--- src/fcec_pkg.sv ---
package fcec_pkg;
   // ==========================================================
   // command codes, written on the low data byte
   localparam logic [7:0] CMD_READ_ARRAY   = 8'hff;
   localparam logic [7:0] CMD_READ_STATUS  = 8'h70;
   localparam logic [7:0] CMD_CLEAR_STATUS = 8'h50;
   localparam logic [7:0] CMD_ERASE_SETUP  = 8'h20;
   localparam logic [7:0] CMD_CONFIRM      = 8'hd0;
   localparam logic [7:0] CMD_WRITE_SETUP  = 8'h40;
   localparam logic [7:0] CMD_SUSPEND      = 8'hb0;
   localparam logic [7:0] CMD_RESUME       = 8'hd0;
   // ==========================================================
   // status bit positions
   localparam int BIT_READY       = 7;
   localparam int BIT_ERASE_SUSP  = 6;
   localparam int BIT_ERASE_ERR   = 5;
   localparam int BIT_PROG_ERR    = 4;
   localparam int BIT_LOW_VOLT    = 3;
   localparam int BIT_WRITE_SUSP  = 2;
   localparam int BIT_LOCK        = 1;
   localparam logic [7:0] FAIL_MASK = 8'h3a;
   // ==========================================================
   // timing
   localparam int CLK_PERIOD_PS    = 5000;
   localparam int RESET_PULSE_NS   = 100;
   localparam int RESET_PULSE_CYC  = (RESET_PULSE_NS * 1000 + CLK_PERIOD_PS - 1) / CLK_PERIOD_PS;
   localparam int WAKE_NS          = 1000;
   localparam int WAKE_CYC         = (WAKE_NS * 1000 + CLK_PERIOD_PS - 1) / CLK_PERIOD_PS;
   localparam int STROBE_CYC       = 20;
   // ==========================================================
   // user operations
   typedef enum logic [2:0]
   {
      OP_READ, OP_ERASE, OP_WRITE, OP_SUSPEND, OP_RESUME, OP_CLEAR, OP_STATUS, OP_POWERDOWN
   } fcec_op_type;
endpackage : fcec_pkg

--- src/fcec_ctrl.sv ---
`timescale 1ns/1ps
`default_nettype none
module fcec_ctrl
#(
   parameter int WAKE_CYCLES = fcec_pkg::WAKE_CYC
)
(
   // system
   input  wire logic                clk_sys_i,
   input  wire logic                arst_n_i,
   // user orders
   input  wire logic                req_i,
   input  wire fcec_pkg::fcec_op_type op_i,
   input  wire logic [25:0]         addr_i,
   input  wire logic [15:0]         data_i,
   output logic                     ack_o,
   output logic                     busy_o,
   output logic [15:0]              rdata_o,
   output logic [7:0]               status_o,
   output logic                     fail_o,
   // card pins
   output logic [25:0]              card_addr_o,
   output logic [15:0]              card_dq_o,
   output logic                     card_dq_oe_o,
   input  wire logic [15:0]         card_dq_i,
   output logic                     card_we_n_o,
   output logic                     card_oe_n_o,
   output logic                     card_enable_even_byte_n_o,
   output logic                     card_enable_odd_byte_n_o,
   output logic                     card_reset_o,
   input  wire logic                ready_busy_output_n_i
);
   typedef enum logic [3:0]
   {
      S_RESET, S_WAKE, S_IDLE, S_CMD1, S_CMD2, S_POLL, S_POLL_RD, S_DONE
   } fcec_state_type;

   // ==========================================================
   // state
   fcec_state_type              st_r, st_nxt;
   fcec_pkg::fcec_op_type       op_r, op_nxt;
   logic [25:0]                 adr_r, adr_nxt;
   logic [15:0]                 dat_r, dat_nxt;
   logic [15:0]                 cnt_r, cnt_nxt;
   logic [15:0]                 rd_r, rd_nxt;
   logic [7:0]                  sts_r, sts_nxt;
   logic                        ack_nxt, rst_nxt;
   logic                        cyc_start, cyc_wr, cyc_busy, cyc_done, ce_n;
   logic [15:0]                 cyc_wdata, cyc_rdata, cyc_dq;

   fcec_cycle #(.STROBE(fcec_pkg::STROBE_CYC)) u_cycle
   (
      .clk_sys_i (clk_sys_i),
      .arst_n_i  (arst_n_i),
      .start_i   (cyc_start),
      .write_i   (cyc_wr),
      .wdata_i   (cyc_wdata),
      .bus_din_i (card_dq_i),
      .busy_o    (cyc_busy),
      .done_o    (cyc_done),
      .we_n_o    (card_we_n_o),
      .oe_n_o    (card_oe_n_o),
      .ce_n_o    (ce_n),
      .dq_oe_o   (card_dq_oe_o),
      .dq_o      (cyc_dq),
      .rdata_o   (cyc_rdata)
   );

   // ==========================================================
   // sequencer
   always_comb
   begin
      st_nxt    = st_r;
      op_nxt    = op_r;
      adr_nxt   = adr_r;
      dat_nxt   = dat_r;
      cnt_nxt   = cnt_r;
      rd_nxt    = rd_r;
      sts_nxt   = sts_r;
      ack_nxt   = 1'b0;
      rst_nxt   = 1'b0;
      cyc_start = 1'b0;
      cyc_wr    = 1'b1;
      cyc_wdata = 16'h0000;
      case (st_r)
         S_RESET:
         begin
            // card reset follows system reset, held past the minimum width
            rst_nxt = 1'b1;
            cnt_nxt = cnt_r + 16'h0001;
            if (cnt_r >= 16'(fcec_pkg::RESET_PULSE_CYC))
            begin
               rst_nxt = 1'b0;
               cnt_nxt = 16'h0000;
               st_nxt  = S_WAKE;
            end
         end
         S_WAKE:
         begin
            // no access until wake-up elapses; devices then sit in read array
            cnt_nxt = cnt_r + 16'h0001;
            if (cnt_r >= 16'(WAKE_CYCLES))
               st_nxt = (op_r == fcec_pkg::OP_POWERDOWN) ? S_DONE : S_IDLE;
         end
         S_IDLE:
         begin
            if (req_i)
            begin
               op_nxt  = op_i;
               adr_nxt = addr_i;
               dat_nxt = data_i;
               cnt_nxt = 16'h0000;
               // power-down aborts any running operation
               st_nxt  = (op_i == fcec_pkg::OP_POWERDOWN) ? S_RESET : S_CMD1;
            end
         end
         S_CMD1:
         begin
            // done and idle coincide for a cycle; without the done term a cycle goes out twice
            cyc_start = !cyc_busy && !cyc_done;
            case (op_r)
               fcec_pkg::OP_ERASE:   cyc_wdata = {8'h00, fcec_pkg::CMD_ERASE_SETUP};
               fcec_pkg::OP_WRITE:   cyc_wdata = {8'h00, fcec_pkg::CMD_WRITE_SETUP};
               fcec_pkg::OP_SUSPEND: cyc_wdata = {8'h00, fcec_pkg::CMD_SUSPEND};
               fcec_pkg::OP_RESUME:  cyc_wdata = {8'h00, fcec_pkg::CMD_RESUME};
               fcec_pkg::OP_CLEAR:   cyc_wdata = {8'h00, fcec_pkg::CMD_CLEAR_STATUS};
               fcec_pkg::OP_STATUS:  cyc_wdata = {8'h00, fcec_pkg::CMD_READ_STATUS};
               default:              cyc_wdata = {8'h00, fcec_pkg::CMD_READ_ARRAY};
            endcase
            if (cyc_done)
            begin
               case (op_r)
                  fcec_pkg::OP_ERASE, fcec_pkg::OP_WRITE, fcec_pkg::OP_READ: st_nxt = S_CMD2;
                  fcec_pkg::OP_CLEAR:
                  begin
                     sts_nxt = 8'h00;
                     st_nxt  = S_DONE;
                  end
                  fcec_pkg::OP_RESUME:
                  begin
                     // erase or write runs again: ready and both suspend bits read low
                     sts_nxt = 8'h00;
                     st_nxt  = S_POLL;
                  end
                  default: st_nxt = S_POLL;
               endcase
            end
         end
         S_CMD2:
         begin
            cyc_start = !cyc_busy && !cyc_done;
            cyc_wr    = (op_r != fcec_pkg::OP_READ);
            // confirm and data go to the same block/word address
            cyc_wdata = (op_r == fcec_pkg::OP_ERASE) ? {8'h00, fcec_pkg::CMD_CONFIRM} : dat_r;
            if (cyc_done)
            begin
               rd_nxt = cyc_rdata;
               st_nxt = (op_r == fcec_pkg::OP_READ) ? S_DONE : S_POLL;
            end
         end
         S_POLL:
         begin
            // device stays in status mode, so plain reads give status
            cyc_start = !cyc_busy && !cyc_done;
            cyc_wr    = 1'b0;
            if (cyc_done)
               st_nxt = S_POLL_RD;
         end
         S_POLL_RD:
         begin
            // lower bits only trusted once ready reads high
            if (cyc_rdata[fcec_pkg::BIT_READY] && ready_busy_output_n_i)
            begin
               sts_nxt = cyc_rdata[7:0];
               st_nxt  = S_DONE;
            end
            else if (cyc_rdata[fcec_pkg::BIT_READY] &&
                     (cyc_rdata[fcec_pkg::BIT_WRITE_SUSP] || cyc_rdata[fcec_pkg::BIT_ERASE_SUSP]))
            begin
               // busy pin stays low through an erase or write suspend, so trust the bits
               sts_nxt = cyc_rdata[7:0];
               st_nxt  = S_DONE;
            end
            else
            begin
               sts_nxt = {cyc_rdata[7], 7'h00};
               st_nxt  = S_POLL;
            end
         end
         S_DONE:
         begin
            ack_nxt = 1'b1;
            st_nxt  = S_IDLE;
         end
         default: st_nxt = S_RESET;
      endcase
   end

   always_ff @(posedge clk_sys_i or negedge arst_n_i)
   begin
      if (!arst_n_i)
      begin
         st_r         <= S_RESET;
         op_r         <= fcec_pkg::OP_READ;
         adr_r        <= 26'h0000000;
         dat_r        <= 16'h0000;
         cnt_r        <= 16'h0000;
         rd_r         <= 16'h0000;
         sts_r        <= 8'h00;
         ack_o        <= 1'b0;
         card_reset_o <= 1'b1;
         card_addr_o  <= 26'h0000000;
         card_dq_o    <= 16'h0000;
         card_enable_even_byte_n_o <= 1'b1;
         card_enable_odd_byte_n_o  <= 1'b1;
         busy_o       <= 1'b1;
         rdata_o      <= 16'h0000;
         status_o     <= 8'h00;
         fail_o       <= 1'b0;
      end
      else
      begin
         st_r         <= st_nxt;
         op_r         <= op_nxt;
         adr_r        <= adr_nxt;
         dat_r        <= dat_nxt;
         cnt_r        <= cnt_nxt;
         rd_r         <= rd_nxt;
         sts_r        <= sts_nxt;
         ack_o        <= ack_nxt;
         card_reset_o <= rst_nxt;
         card_addr_o  <= adr_r;
         card_dq_o    <= cyc_dq;
         // both enables high while idle gives standby; the one picked by address bit 0 goes low to access
         card_enable_even_byte_n_o <= ce_n || adr_r[0];
         card_enable_odd_byte_n_o  <= ce_n || !adr_r[0];
         busy_o       <= (st_nxt != S_IDLE);
         rdata_o      <= rd_r;
         status_o     <= sts_r;
         fail_o       <= |(sts_r & fcec_pkg::FAIL_MASK);
      end
   end

   // ==========================================================
   // checks
   reset_width_a: assert property (@(posedge clk_sys_i) disable iff (!arst_n_i)
      $fell(card_reset_o) |-> $past(st_r) == S_RESET &&
      $past(cnt_r) >= 16'(fcec_pkg::RESET_PULSE_CYC)) else $error("reset released early");
   wake_wait_a: assert property (@(posedge clk_sys_i) disable iff (!arst_n_i)
      (st_r == S_WAKE) |-> card_enable_even_byte_n_o && card_enable_odd_byte_n_o)
      else $error("access during wake-up");
   standby_idle_a: assert property (@(posedge clk_sys_i) disable iff (!arst_n_i)
      (st_r == S_IDLE && !cyc_busy) |=> ##1 card_enable_odd_byte_n_o && card_enable_even_byte_n_o)
      else $error("card enabled while idle");
   status_gate_a: assert property (@(posedge clk_sys_i) disable iff (!arst_n_i)
      (st_r == S_POLL_RD && !cyc_rdata[7]) |=> sts_r[6:0] == 7'h00)
      else $error("low status bits kept while busy");
   clear_zero_a: assert property (@(posedge clk_sys_i) disable iff (!arst_n_i)
      (st_r == S_CMD1 && op_r == fcec_pkg::OP_CLEAR && cyc_done) |=> sts_r == 8'h00)
      else $error("clear status left bits");
   wr_no_read_a: assert property (@(posedge clk_sys_i) disable iff (!arst_n_i)
      !card_we_n_o |-> card_oe_n_o && card_dq_oe_o) else $error("write strobe without drive");
   ack_after_a: assert property (@(posedge clk_sys_i) disable iff (!arst_n_i)
      (st_r == S_DONE) |=> ack_o) else $error("missing ack");
   fail_flag_a: assert property (@(posedge clk_sys_i) disable iff (!arst_n_i)
      ##1 fail_o == $past(|(sts_r & fcec_pkg::FAIL_MASK)))
      else $error("fail flag wrong");
endmodule : fcec_ctrl
`default_nettype wire

--- src/fcec_cycle.sv ---
`timescale 1ns/1ps
`default_nettype none
// one card bus cycle: strobe low for a fixed count, data taken at the end
module fcec_cycle
#(
   parameter int STROBE = 20
)
(
   input  wire logic        clk_sys_i,
   input  wire logic        arst_n_i,
   input  wire logic        start_i,
   input  wire logic        write_i,
   input  wire logic [15:0] wdata_i,
   input  wire logic [15:0] bus_din_i,
   output logic             busy_o,
   output logic             done_o,
   output logic             we_n_o,
   output logic             oe_n_o,
   output logic             ce_n_o,
   output logic             dq_oe_o,
   output logic [15:0]      dq_o,
   output logic [15:0]      rdata_o
);
   logic [7:0]  cnt_r, cnt_nxt;
   logic        act_r, act_nxt, wr_r, wr_nxt, done_nxt;
   logic [15:0] dq_nxt, rd_nxt;

   always_comb
   begin
      cnt_nxt  = cnt_r;
      act_nxt  = act_r;
      wr_nxt   = wr_r;
      dq_nxt   = dq_o;
      rd_nxt   = rdata_o;
      done_nxt = 1'b0;
      if (!act_r && start_i)
      begin
         act_nxt = 1'b1;
         wr_nxt  = write_i;
         dq_nxt  = wdata_i;
         cnt_nxt = 8'(STROBE);
      end
      else if (act_r)
      begin
         if (cnt_r == 8'h00)
         begin
            // strobe rises here, so write data is latched on that edge
            act_nxt  = 1'b0;
            done_nxt = 1'b1;
            if (!wr_r)
               rd_nxt = bus_din_i;
         end
         else
            cnt_nxt = cnt_r - 8'h01;
      end
   end

   always_ff @(posedge clk_sys_i or negedge arst_n_i)
   begin
      if (!arst_n_i)
      begin
         cnt_r   <= 8'h00;
         act_r   <= 1'b0;
         wr_r    <= 1'b0;
         done_o  <= 1'b0;
         dq_o    <= 16'h0000;
         rdata_o <= 16'h0000;
         we_n_o  <= 1'b1;
         oe_n_o  <= 1'b1;
         ce_n_o  <= 1'b1;
         dq_oe_o <= 1'b0;
      end
      else
      begin
         cnt_r   <= cnt_nxt;
         act_r   <= act_nxt;
         wr_r    <= wr_nxt;
         done_o  <= done_nxt;
         dq_o    <= dq_nxt;
         rdata_o <= rd_nxt;
         we_n_o  <= !(act_nxt && wr_nxt);
         oe_n_o  <= !(act_nxt && !wr_nxt);
         // both enables high between cycles keeps idle devices in standby
         ce_n_o  <= !act_nxt;
         // drive held one cycle past the strobe rise so the latch never sees a released bus
         dq_oe_o <= (act_nxt && wr_nxt) || (act_r && wr_r);
      end
   end

   assign busy_o = act_r;
endmodule : fcec_cycle
`default_nettype wire

--- config.mk ---
export PLATFORM = sky130hd
export DESIGN_NAME = fcec_ctrl
export DESIGN_NICKNAME = d
export VERILOG_FILES = /design/src/fcec_pkg.sv /design/src/fcec_ctrl.sv /design/src/fcec_cycle.sv
export SDC_FILE = /design/constraint.sdc
export NUM_CORES = 1
export LEC_CHECK = 0
export BUFFER_PORTS_ARGS = -buffer_cell sky130_fd_sc_hd__buf_4
export CORE_ASPECT_RATIO = 0.6
export CORE_MARGIN = 4
export CORE_UTILIZATION = 30
export DETAILED_ROUTE_END_ITERATION = 10
export SLEW_MARGIN = 5
export SYNTH_ARGS = -nofsm -noshare
export SYNTH_HDL_FRONTEND = slang
export SYNTH_HIERARCHICAL = 1
export SYNTH_SLANG_ARGS = --single-unit
--- constraint.sdc ---
create_clock -name clk_sys_i -period 5.5 [get_ports clk_sys_i]
set_clock_uncertainty 0.05 [all_clocks]
set_input_delay 0.825 -clock clk_sys_i [delete_from_list [all_inputs] [get_ports clk_sys_i]]
set_output_delay 0.825 -clock clk_sys_i [all_outputs]
set_load 0.01 [all_outputs]
==> results of run 1 <==
[metrics by stage]
stage	hold WS (ns)	power, uW
2_1_floorplan	0.2986	2498
3_3_place_gp	0.3051	2822
3_5_place_dp	0.3085	2842
4_1_cts	0.3216	4403
5_1_grt	0.3244	4578
6_report	0.3198	4333
[cells in the final DEF, fill, tap and decap left out, drive strengths merged, types with 3 or more instances in the layout]
master,netlist,layout
a21o,7,7
a21oi,10,10
a22o,7,7
a22oi,6,6
a31oi,3,3
a32oi,5,5
and2,9,9
and3,8,8
buf,19,143
bufinv,0,3
clkbuf,12,31
dfrtp,201,201
dfstp,7,7
ha,4,4
inv,10,12
mux2,77,77
mux2i,5,5
nand2,66,66
nand2b,6,6
nand3,10,10
nand4,7,7
nor2,29,29
nor2b,7,7
nor3,10,10
nor3b,3,3
nor4,6,6
nor4b,6,6
nor4bb,3,3
o21ai,16,16
or2,3,3
or4,3,3
xnor2,10,10
xor2,4,4
[worst register-to-register path, cell delays in order (launching register included)]
cell and delay, ns:
dfrtp_1 0.78, and3b_1 0.30, a21oi_1 0.05, nor4_1 0.48
nor2b_2 0.83, nand2_1 0.20, o21a_1 0.15
[final cells by class]
class | count | area share (%)
Clock buffer | 31 | 6.229
Clock inverter | 5 | 1.059
Inverter | 10 | 0.3693
Multi-Input combinational cell | 355 | 25.98
Sequential cell | 208 | 51.30
Tap cell | 360 | 4.432
Timing Repair Buffer | 143 | 10.64
[metal layers]
layer / track usage, % / up-vias / routed length [um] / part of all wire, %
li1: - / 2381 / - / -
met3: 4.138 / 22 / 1452 / 8.3
met4: 2.210 / 0 / 298 / 1.7
met2: 15.31 / 139 / 6941 / 40
met1: 18.97 / 2508 / 8872 / 51
met5: 0 / - / 0 / 0
[registers in the layout, summed over array words and instances (netlist names), 3 cells and up]
signal,flops
card_addr_o,26
u_cycle/dq_o,16
rdata_o,16
sts_r,8
card_dq_o,16
dat_r,16
rd_r,16
status_o,8
adr_r,26
op_r,3
u_cycle/cnt_r,8
u_cycle/rdata_o,16
st_r,4
cnt_r,16
[kinds of logic after synthesis]
kind of cell               share of synthesized area [%]
DFF                                                64.78
AOI/OAI and AO/OA                                  6.373
adders and majority gates                         0.6218
buffers and inverters                              2.534
and+or+nand+nor                                    12.26
other                                            0.04659
xor gates and xnor gates                           1.523
muxes                                              11.86
[worst paths after layout]
check	startpoint	endpoint	slack, ns	depth (start not counted)
worst min-delay path	adr_r[17]	card_addr_o[17]	0.32	0
worst min register to register	adr_r[17]	card_addr_o[17]	0.32	0
worst max-delay path	st_r[0]	u_cycle/we_n_o	2.60	6
min in group asynchronous	arst_n_i	rdata_o[9]	0.37	1
worst max register to register	st_r[0]	u_cycle/we_n_o	2.60	6
max in group asynchronous	arst_n_i	u_cycle/oe_n_o	3.92	2
[where the power goes]
part | switching [uW] | internal [uW] | leakage, uW | total (uW)
clock network | 593 | 938 | 0.000364 | 1530
logic | 339 | 379 | 0.00186 | 718
registers | 240 | 1840 | 0.00277 | 2080
total | 1170 | 3160 | 0.00500 | 4330
==> results.txt, run 1 <==
The count of max-cap constraint violations came out at 0. Sorting the synthesized cells by how often they occur yields dfrtp_1 (201), mux2_2 (67), nand2_1 (65). The largest fanout on the critical path is 20. The number of top-level pins came out at 140. The flow ran to the end, and the final reports show no timing, DRC or antenna violations. Adding up every negative setup slack in the final design gives 0 ns.

After clock tree synthesis, the clock-pin slew on the worst setup and hold paths is roughly 0.06 ns. The worst hold path belongs to the class flip-flop to flip-flop. The count of cell types in the netlist came out at between 60 and 70.

The worst setup slack before clock tree synthesis is between 2 and 3 ns. The post-cts gate resize count came out at 0. The net count of the mapped netlist is 673. The vertical die dimension is 134.9 um.

Summed over all nets, the half-perimeter wirelength after detailed placement is 11.95 mm. After floorplanning, the core was divided into 46 placement rows. The detail route stage leaves a number of antenna-violating nets equal to 0. The post-synthesis instance total is between 600 and 700. The number of design rule violations left after detail routing is 0. The share of async-settable or async-resettable flops after synthesis came out at between 90% and 100%. Counting flops and latches in the post-synthesis netlist gives 208.

The top-area cell type share of the netlist area is 62.49%. During synthesis, Yosys emitted a total of 6 warnings. CTS placed an instance of clkbuf_16 at the clock tree root. The fmax is 0.3452 GHz. The fraction of layout instances using a drive strength above 1 came out at 37.23%. The cell area after placement came out at 9423 um^2. The wire length of the first global-routing pass is 28.02 mm. In this run the power density over the cells is 426.4 nW/um^2. The multi-input combinational cells in the finished layout cover a total of 2640 um^2. Measured on the finished design, the core utilization comes to around 38%. For this run, the detailed router's first-pass iteration total came to 4. The worst setup path is captured at a flip-flop. The per-cell via count in the routed design is 4.541. Across all setup checks in the final design, the least slack found is 2.603 ns. Summed over all instances, the cell type with the most area after synthesis is dfrtp_1. The total of fill cells in the finished design came out at roughly 2500. The floorplan core area came out at around 26000 um^2. In the synthesized netlist the dominant register cell turns out to be dfrtp_1.

In this run the number of H-tree levels came out at 1. The number of antenna violations at the first check in global routing is 0. The quantity of I/O buffers inserted on ports came out at 139. The via count of the first global-routing pass was approximately 5000. In the post-synthesis netlist, the cell with the most instances is dfrtp_1. The average instance area after synthesis is 13.33 um^2. The buffer depth of the longest clock path is 3. The relative area change from synthesis to final layout is 26.27%. The die footprint is 29600 um^2. The diode insertion count for antenna repair is 0. STA puts the critical path data arrival time at 3.29 ns. The number of setup buffers added after CTS is 0. The aggregate global-route resource usage came out at between 10% and 20%.

For the worst-skew pair, the clock arrives at the later sink with an insertion delay of 0.51 ns. The critical path is of the flip-flop to flip-flop type. The worst setup path is launched from a flip-flop. The count of routing violations after the opening detailed-route iteration is 323. The buffering stage count on the worst path with inverters included is 0. The net count reported at finish came out at 808.

Yosys mapped a number of flops with a built-in enable equal to 0. Setup violations remaining at the end of the flow were counted as 0. The cell at the slowest stage of the critical path is nor2b_2. The number of sinks on the clock net is 208. The global placer's final weighted congestion is roughly 0.79.

The initial standard-cell utilization of the core came out at 30.47%. The smallest clock period supported by the final layout is computed as 2.897 ns. The CTS buffer count is 21. After synthesis, flip-flops and latches occupy 64.78% of the total area. The count of vias placed by the detailed router is around 5100. Broken down by cell family, the worst path's largest delay share belongs to simple AND/OR/NAND/NOR gates.

The final instance area is 10160 um^2. The period utilization came out at around 53%. Buffers inserted to repair hold after CTS numbered 0. VDD sags by at most around 190 uV. After detailed routing, the total wire length is 17.56 mm. The clock tree from TritonCTS is built.

The slew at the pin closest to its max-slew limit came out at 1.036 ns. By area the synthesized netlist is led by dfrtp_1 (62%), mux2_2 (9.4%), nand2_1 (3.0%), dfstp_2 (2.3%), mux2_4 (1.9%). The longest individual stage delay on the worst path came out at 0.83 ns. The static leakage power came out at 0.005004 uW. The final count of hold timing violations came out at 0. The worst slew margin relative to its limit is 30.94%.

The number of slew-limit violations in the final report came to 0. Dividing the detail-routed wire length by the instance count gives 15.79 um. The data required time at the worst endpoint is between 5 and 6 ns. The critical path goes through and3b_1 > a21oi_1 > nor4_1 > nor2b_2 > nand2_1 > o21a_1. The combined area of all synthesized cells is 8049 um^2. The pin count of the biggest net entering global routing came out at 138. Setup repair after global routing left no endpoint under its margin. The die boundary width came out at 219.5 um.

The sequential cell area came out at 5214 um^2. After global routing the overflow that remains totals 0. The count of placed standard cells including taps is 1076. The final cell count without fillers is 1112.
Note: power is estimated with default switching activity, not from simulation.
==> inputs of run 2 (changes only) <==
--- a/config.mk
+++ b/config.mk
@@ -5,6 +5,7 @@
 export SDC_FILE = /design/constraint.sdc
 export NUM_CORES = 1
 export LEC_CHECK = 0
+export ABC_AREA = 1
 export BUFFER_PORTS_ARGS = -buffer_cell sky130_fd_sc_hd__buf_4
 export CORE_ASPECT_RATIO = 0.6
 export CORE_MARGIN = 4
==> constraint.sdc (replaced) <==
create_clock -name clk_sys_i -period 2.8 [get_ports clk_sys_i]
set_clock_uncertainty 0.05 [all_clocks]
set_input_delay 0.42 -clock clk_sys_i [delete_from_list [all_inputs] [get_ports clk_sys_i]]
set_output_delay 0.42 -clock clk_sys_i [all_outputs]
set_load 0.01 [all_outputs]
==> results.txt, run 2 <==
The global placer's final weighted congestion came out at 0.8934 (+13%). The number of standard-cell rows in the floorplan came out at 45 (-2.2%). The cts-stage hold buffer count is 1 (+1).

The commonest cells after synthesis are nand2_1 (301), dfrtp_1 (201), inv_1 (62). The wire length of the first global-routing pass is 31.84 mm (+14%). The buffering stage count on the worst path with inverters included came to 1 (+1). The slew at the pin closest to its max-slew limit is 0.6419 ns (-0.3940 ns). The number of design rule violations left after detail routing came out at 0 (unchanged). The cell sitting at the root of the clock tree is a clkbuf_16.

The combined area of all synthesized cells came out at 7993 um^2 (-0.70%). The post-route minimum period is 2.096 ns (-0.8008 ns). The critical path goes through nand2_1 > nor2_4 > o21ai_0 > nor2_1 > nand2_1 > inv_2 > nor2_4 > nor2_1 > nand2_1 > o21ai_1.

The largest fanout on the critical path is 18 (-10%). STA classifies the critical path startpoint as a flip-flop. The total of fill cells in the finished design is 2575 (+2.7%).

Setup repair after global routing left no endpoint under its margin. The post-cts gate resize count came out at 0 (unchanged). The number of nets with antenna violations after detailed routing is 0 (unchanged). The register bit count reported by yosys is 208 (unchanged).

The number of H-tree levels came out at 1 (unchanged). The post-synthesis instance total is 823 (+36%). The period utilization is 74.85% (+22 points). The share of async-settable or async-resettable flops after synthesis came to 100.0% (unchanged).

The cell area power density is 922.5 nW/um^2 (+120%). The die footprint is 29400 um^2 (-0.66%). The net count of the mapped netlist came out at 892 (+33%). The run finished with clean final reports. TritonCTS built the clock tree. The average instance area after synthesis is 9.712 um^2 (-27%). The endpoint arrival time on the critical path came out at 2.43 ns (-0.86 ns).

The total detailed-routing wirelength is 19.90 mm (+13%). The fraction of layout instances using a drive strength above 1 is 22.47% (-15 points). The buffer depth of the longest clock path came out at 3 (unchanged). Among all cell types in the netlist, the one instantiated most often is nand2_1. In the layout the commonest cells are nand2_1 (301), dfrtp_1 (201), buf_4 (147). The critical setup path kind is flip-flop to flip-flop. The number of antenna violations at the first check in global routing is 0 (unchanged). The net count reported at finish came to 1045 (+29%). The top-area cell type share of the netlist area came out at 62.93% (+0.44 points). The CTS buffer count is 21 (unchanged).

The clock network latency to the later pin of the worst-skew pair came out at 0.50 ns (about the same). The number of sinks on the clock net came out at 208 (unchanged). The HPWL reported at the end of detailed placement was 14.09 mm (+18%). The library cell with the largest summed area after synthesis is dfrtp_1. The count of warnings emitted by yosys came out at 6 (unchanged). STA classifies the critical path endpoint as a flip-flop.

The count of max-cap constraint violations is 0 (unchanged). The worst slew margin relative to its limit is 57.21% (+26 points). The number of slew-limit violations in the final report was 0 (unchanged). The aggregate global-route resource usage is 13.40% (+1.5 points). The register-to-register setup slack is 0.70 ns (-1.90 ns).

The pin count of the biggest net entering global routing came out at 76 (-45%). The floorplan core area is 25730 um^2 (-2.6%). The number of enable flip-flop cells after synthesis came out at 0 (unchanged). The highest ir drop seen on vdd came out at 376.9 uV (+100%). The longest individual stage delay on the worst path is 0.48 ns (-0.35 ns). The data required time at the worst endpoint is 3.14 ns (-2.75 ns). The final cell utilization of the core came out at 39.44% (+0.96 points). The path class of the tightest hold or removal check is input pin to flip-flop. The leading cell type in the layout, fill and taps excluded is nand2_1.

The most used flip-flop cell after synthesis is dfrtp_1. The initial standard-cell utilization of the core came out at 31.06% (+0.59 points). Compared with the post-synthesis result, the final layout area differs by 26.96%. The static leakage power came to 0.005294 uW (+5.8%). The number of detailed-route iterations in the first pass is 5 (+1). The vertical die dimension is 134.4 um (-0.33%). The overflow left after global routing is 0 (unchanged). For this design, the slowest cell found on the critical path is dfrtp_1. The per-cell via count in the routed design is 4.451 (-2.0%).

The die boundary width is 218.7 um (-0.34%). The clock-pin slew of the registers on the worst-case setup and hold paths is 0.06 ns (about the same). The quantity of I/O buffers inserted on ports came out at 139 (unchanged). The final total negative setup slack came out at 0 ns (unchanged). The routed wirelength normalized by instance count was 14.85 um (-6.0%).

The fmax is 0.4771 GHz (+38%). The portion of the post-synthesis area used by sequential elements is 65.23% (+0.46 points). The count of vias placed by the detailed router came out at 5964 (+18%). Grouping stages by cell kind, the critical path spends the most delay in simple AND/OR/NAND/NOR gates.

The number of top-level pins is 140 (unchanged). The via count of the first global-routing pass was 5879 (+20%). The final count of hold timing violations is 0 (unchanged). The diode insertion count for antenna repair is 0 (unchanged). The count of routing violations after the opening detailed-route iteration is 471 (+46%). The number of buffers inserted to repair setup after CTS came out at 0 (unchanged). Ranked by total cell area, the synthesized netlist is headed by dfrtp_1 (63%), nand2_1 (14%), nand3_1 (3.2%), inv_1 (2.9%), o21ai_0 (2.4%). The count of final setup violators came out at 0 (unchanged).

The largest registers in the layout are adr_r (26), card_addr_o (26). The most frequent cell on the critical path is nand2_1. The count of cell types in the netlist came to 37 (-42%).
[run 2: changes by cell type after synthesis, sizes merged, moves of 8 or more]
| cell | previous run | this run |
|---|---|---|
| and2 | 9 | 0 |
| and3 | 8 | 0 |
| inv | 10 | 70 |
| mux2 | 77 | 0 |
| nand2 | 66 | 304 |
| nand3 | 10 | 52 |
| nor2 | 29 | 44 |
| nor3 | 10 | 27 |
| o21ai | 16 | 48 |
| xnor2 | 10 | 1 |
[run 2: worst paths after layout]
kind,from,depth (start not counted),end
worst max-delay path,st_r[0],10,u_cycle/dq_oe_o
worst min-delay path,addr_i[18],3,adr_r[18]
worst max register to register,st_r[0],10,u_cycle/dq_oe_o
worst min register to register,adr_r[5],0,card_addr_o[5]
max in group asynchronous,arst_n_i,3,busy_o
min in group asynchronous,arst_n_i,2,dat_r[9]
[run 2: stage by stage]
step	power [uW]	instances	hold WS, ns	setup WS, ns	area, um^2
floorplan	5686	823	0.07441	1.038	7993
global placement	6720	1304	0.3065	0.7344	9490
detailed placement	6786	1304	0.3088	0.6750	9490
CTS	9504	1340	0.03961	0.6823	10150
global route	9996	1340	0.03915	0.4774	10150
finish	9361	1340	0.06359	0.7042	10150
[run 2: layout make-up]
type / instances / area, um^2 / area share (%)
Clock inverter: 6 / 41.29 / 0.4069
Sequential cell: 208 / 5214 / 51.38
Multi-Input combinational cell: 522 / 2392 / 23.58
Inverter: 71 / 266.5 / 2.626
Tap cell: 352 / 440.4 / 4.340
Clock buffer: 29 / 605.6 / 5.968
Timing Repair Buffer: 152 / 1187 / 11.70
[run 2: per-layer routing]
metal	track usage [%]	share of wire [%]	routed length, um	vias to the layer above
met5	0	0	0	-
met4	2.525	1.7	344	0
met3	3.509	7.5	1498	28
met2	18.80	40	7964	193
met1	20.85	51	10100	2814
li1	-	-	-	2929
[run 2: power breakdown]
group	internal [uW]	switching [uW]	leakage, uW	total (uW)
Combinational	923	1230	0.00234	2150
Clock	1510	1150	0.000323	2670
Sequential	4000	546	0.00263	4540
[run 2: cell families after synthesis]
logic type	Yosys count	share of synthesized area [%]
adders and majority gates	4	0.6262
DFF	208	65.23
AOI/OAI and AO/OA	74	5.166
buffers and inverters	93	4.837
xor gates and xnor gates	5	0.5479
other	1	0.04692
and+or+nand+nor	438	23.54
[run 2: worst register-to-register path, delay by kind of cell, from the launching register on]
kind	cells	cell delay, ns
and+or+nand+nor	7	1.13
buffers and inverters	1	0.10
AOI/OAI and AO/OA	2	0.22
DFF	1	0.48
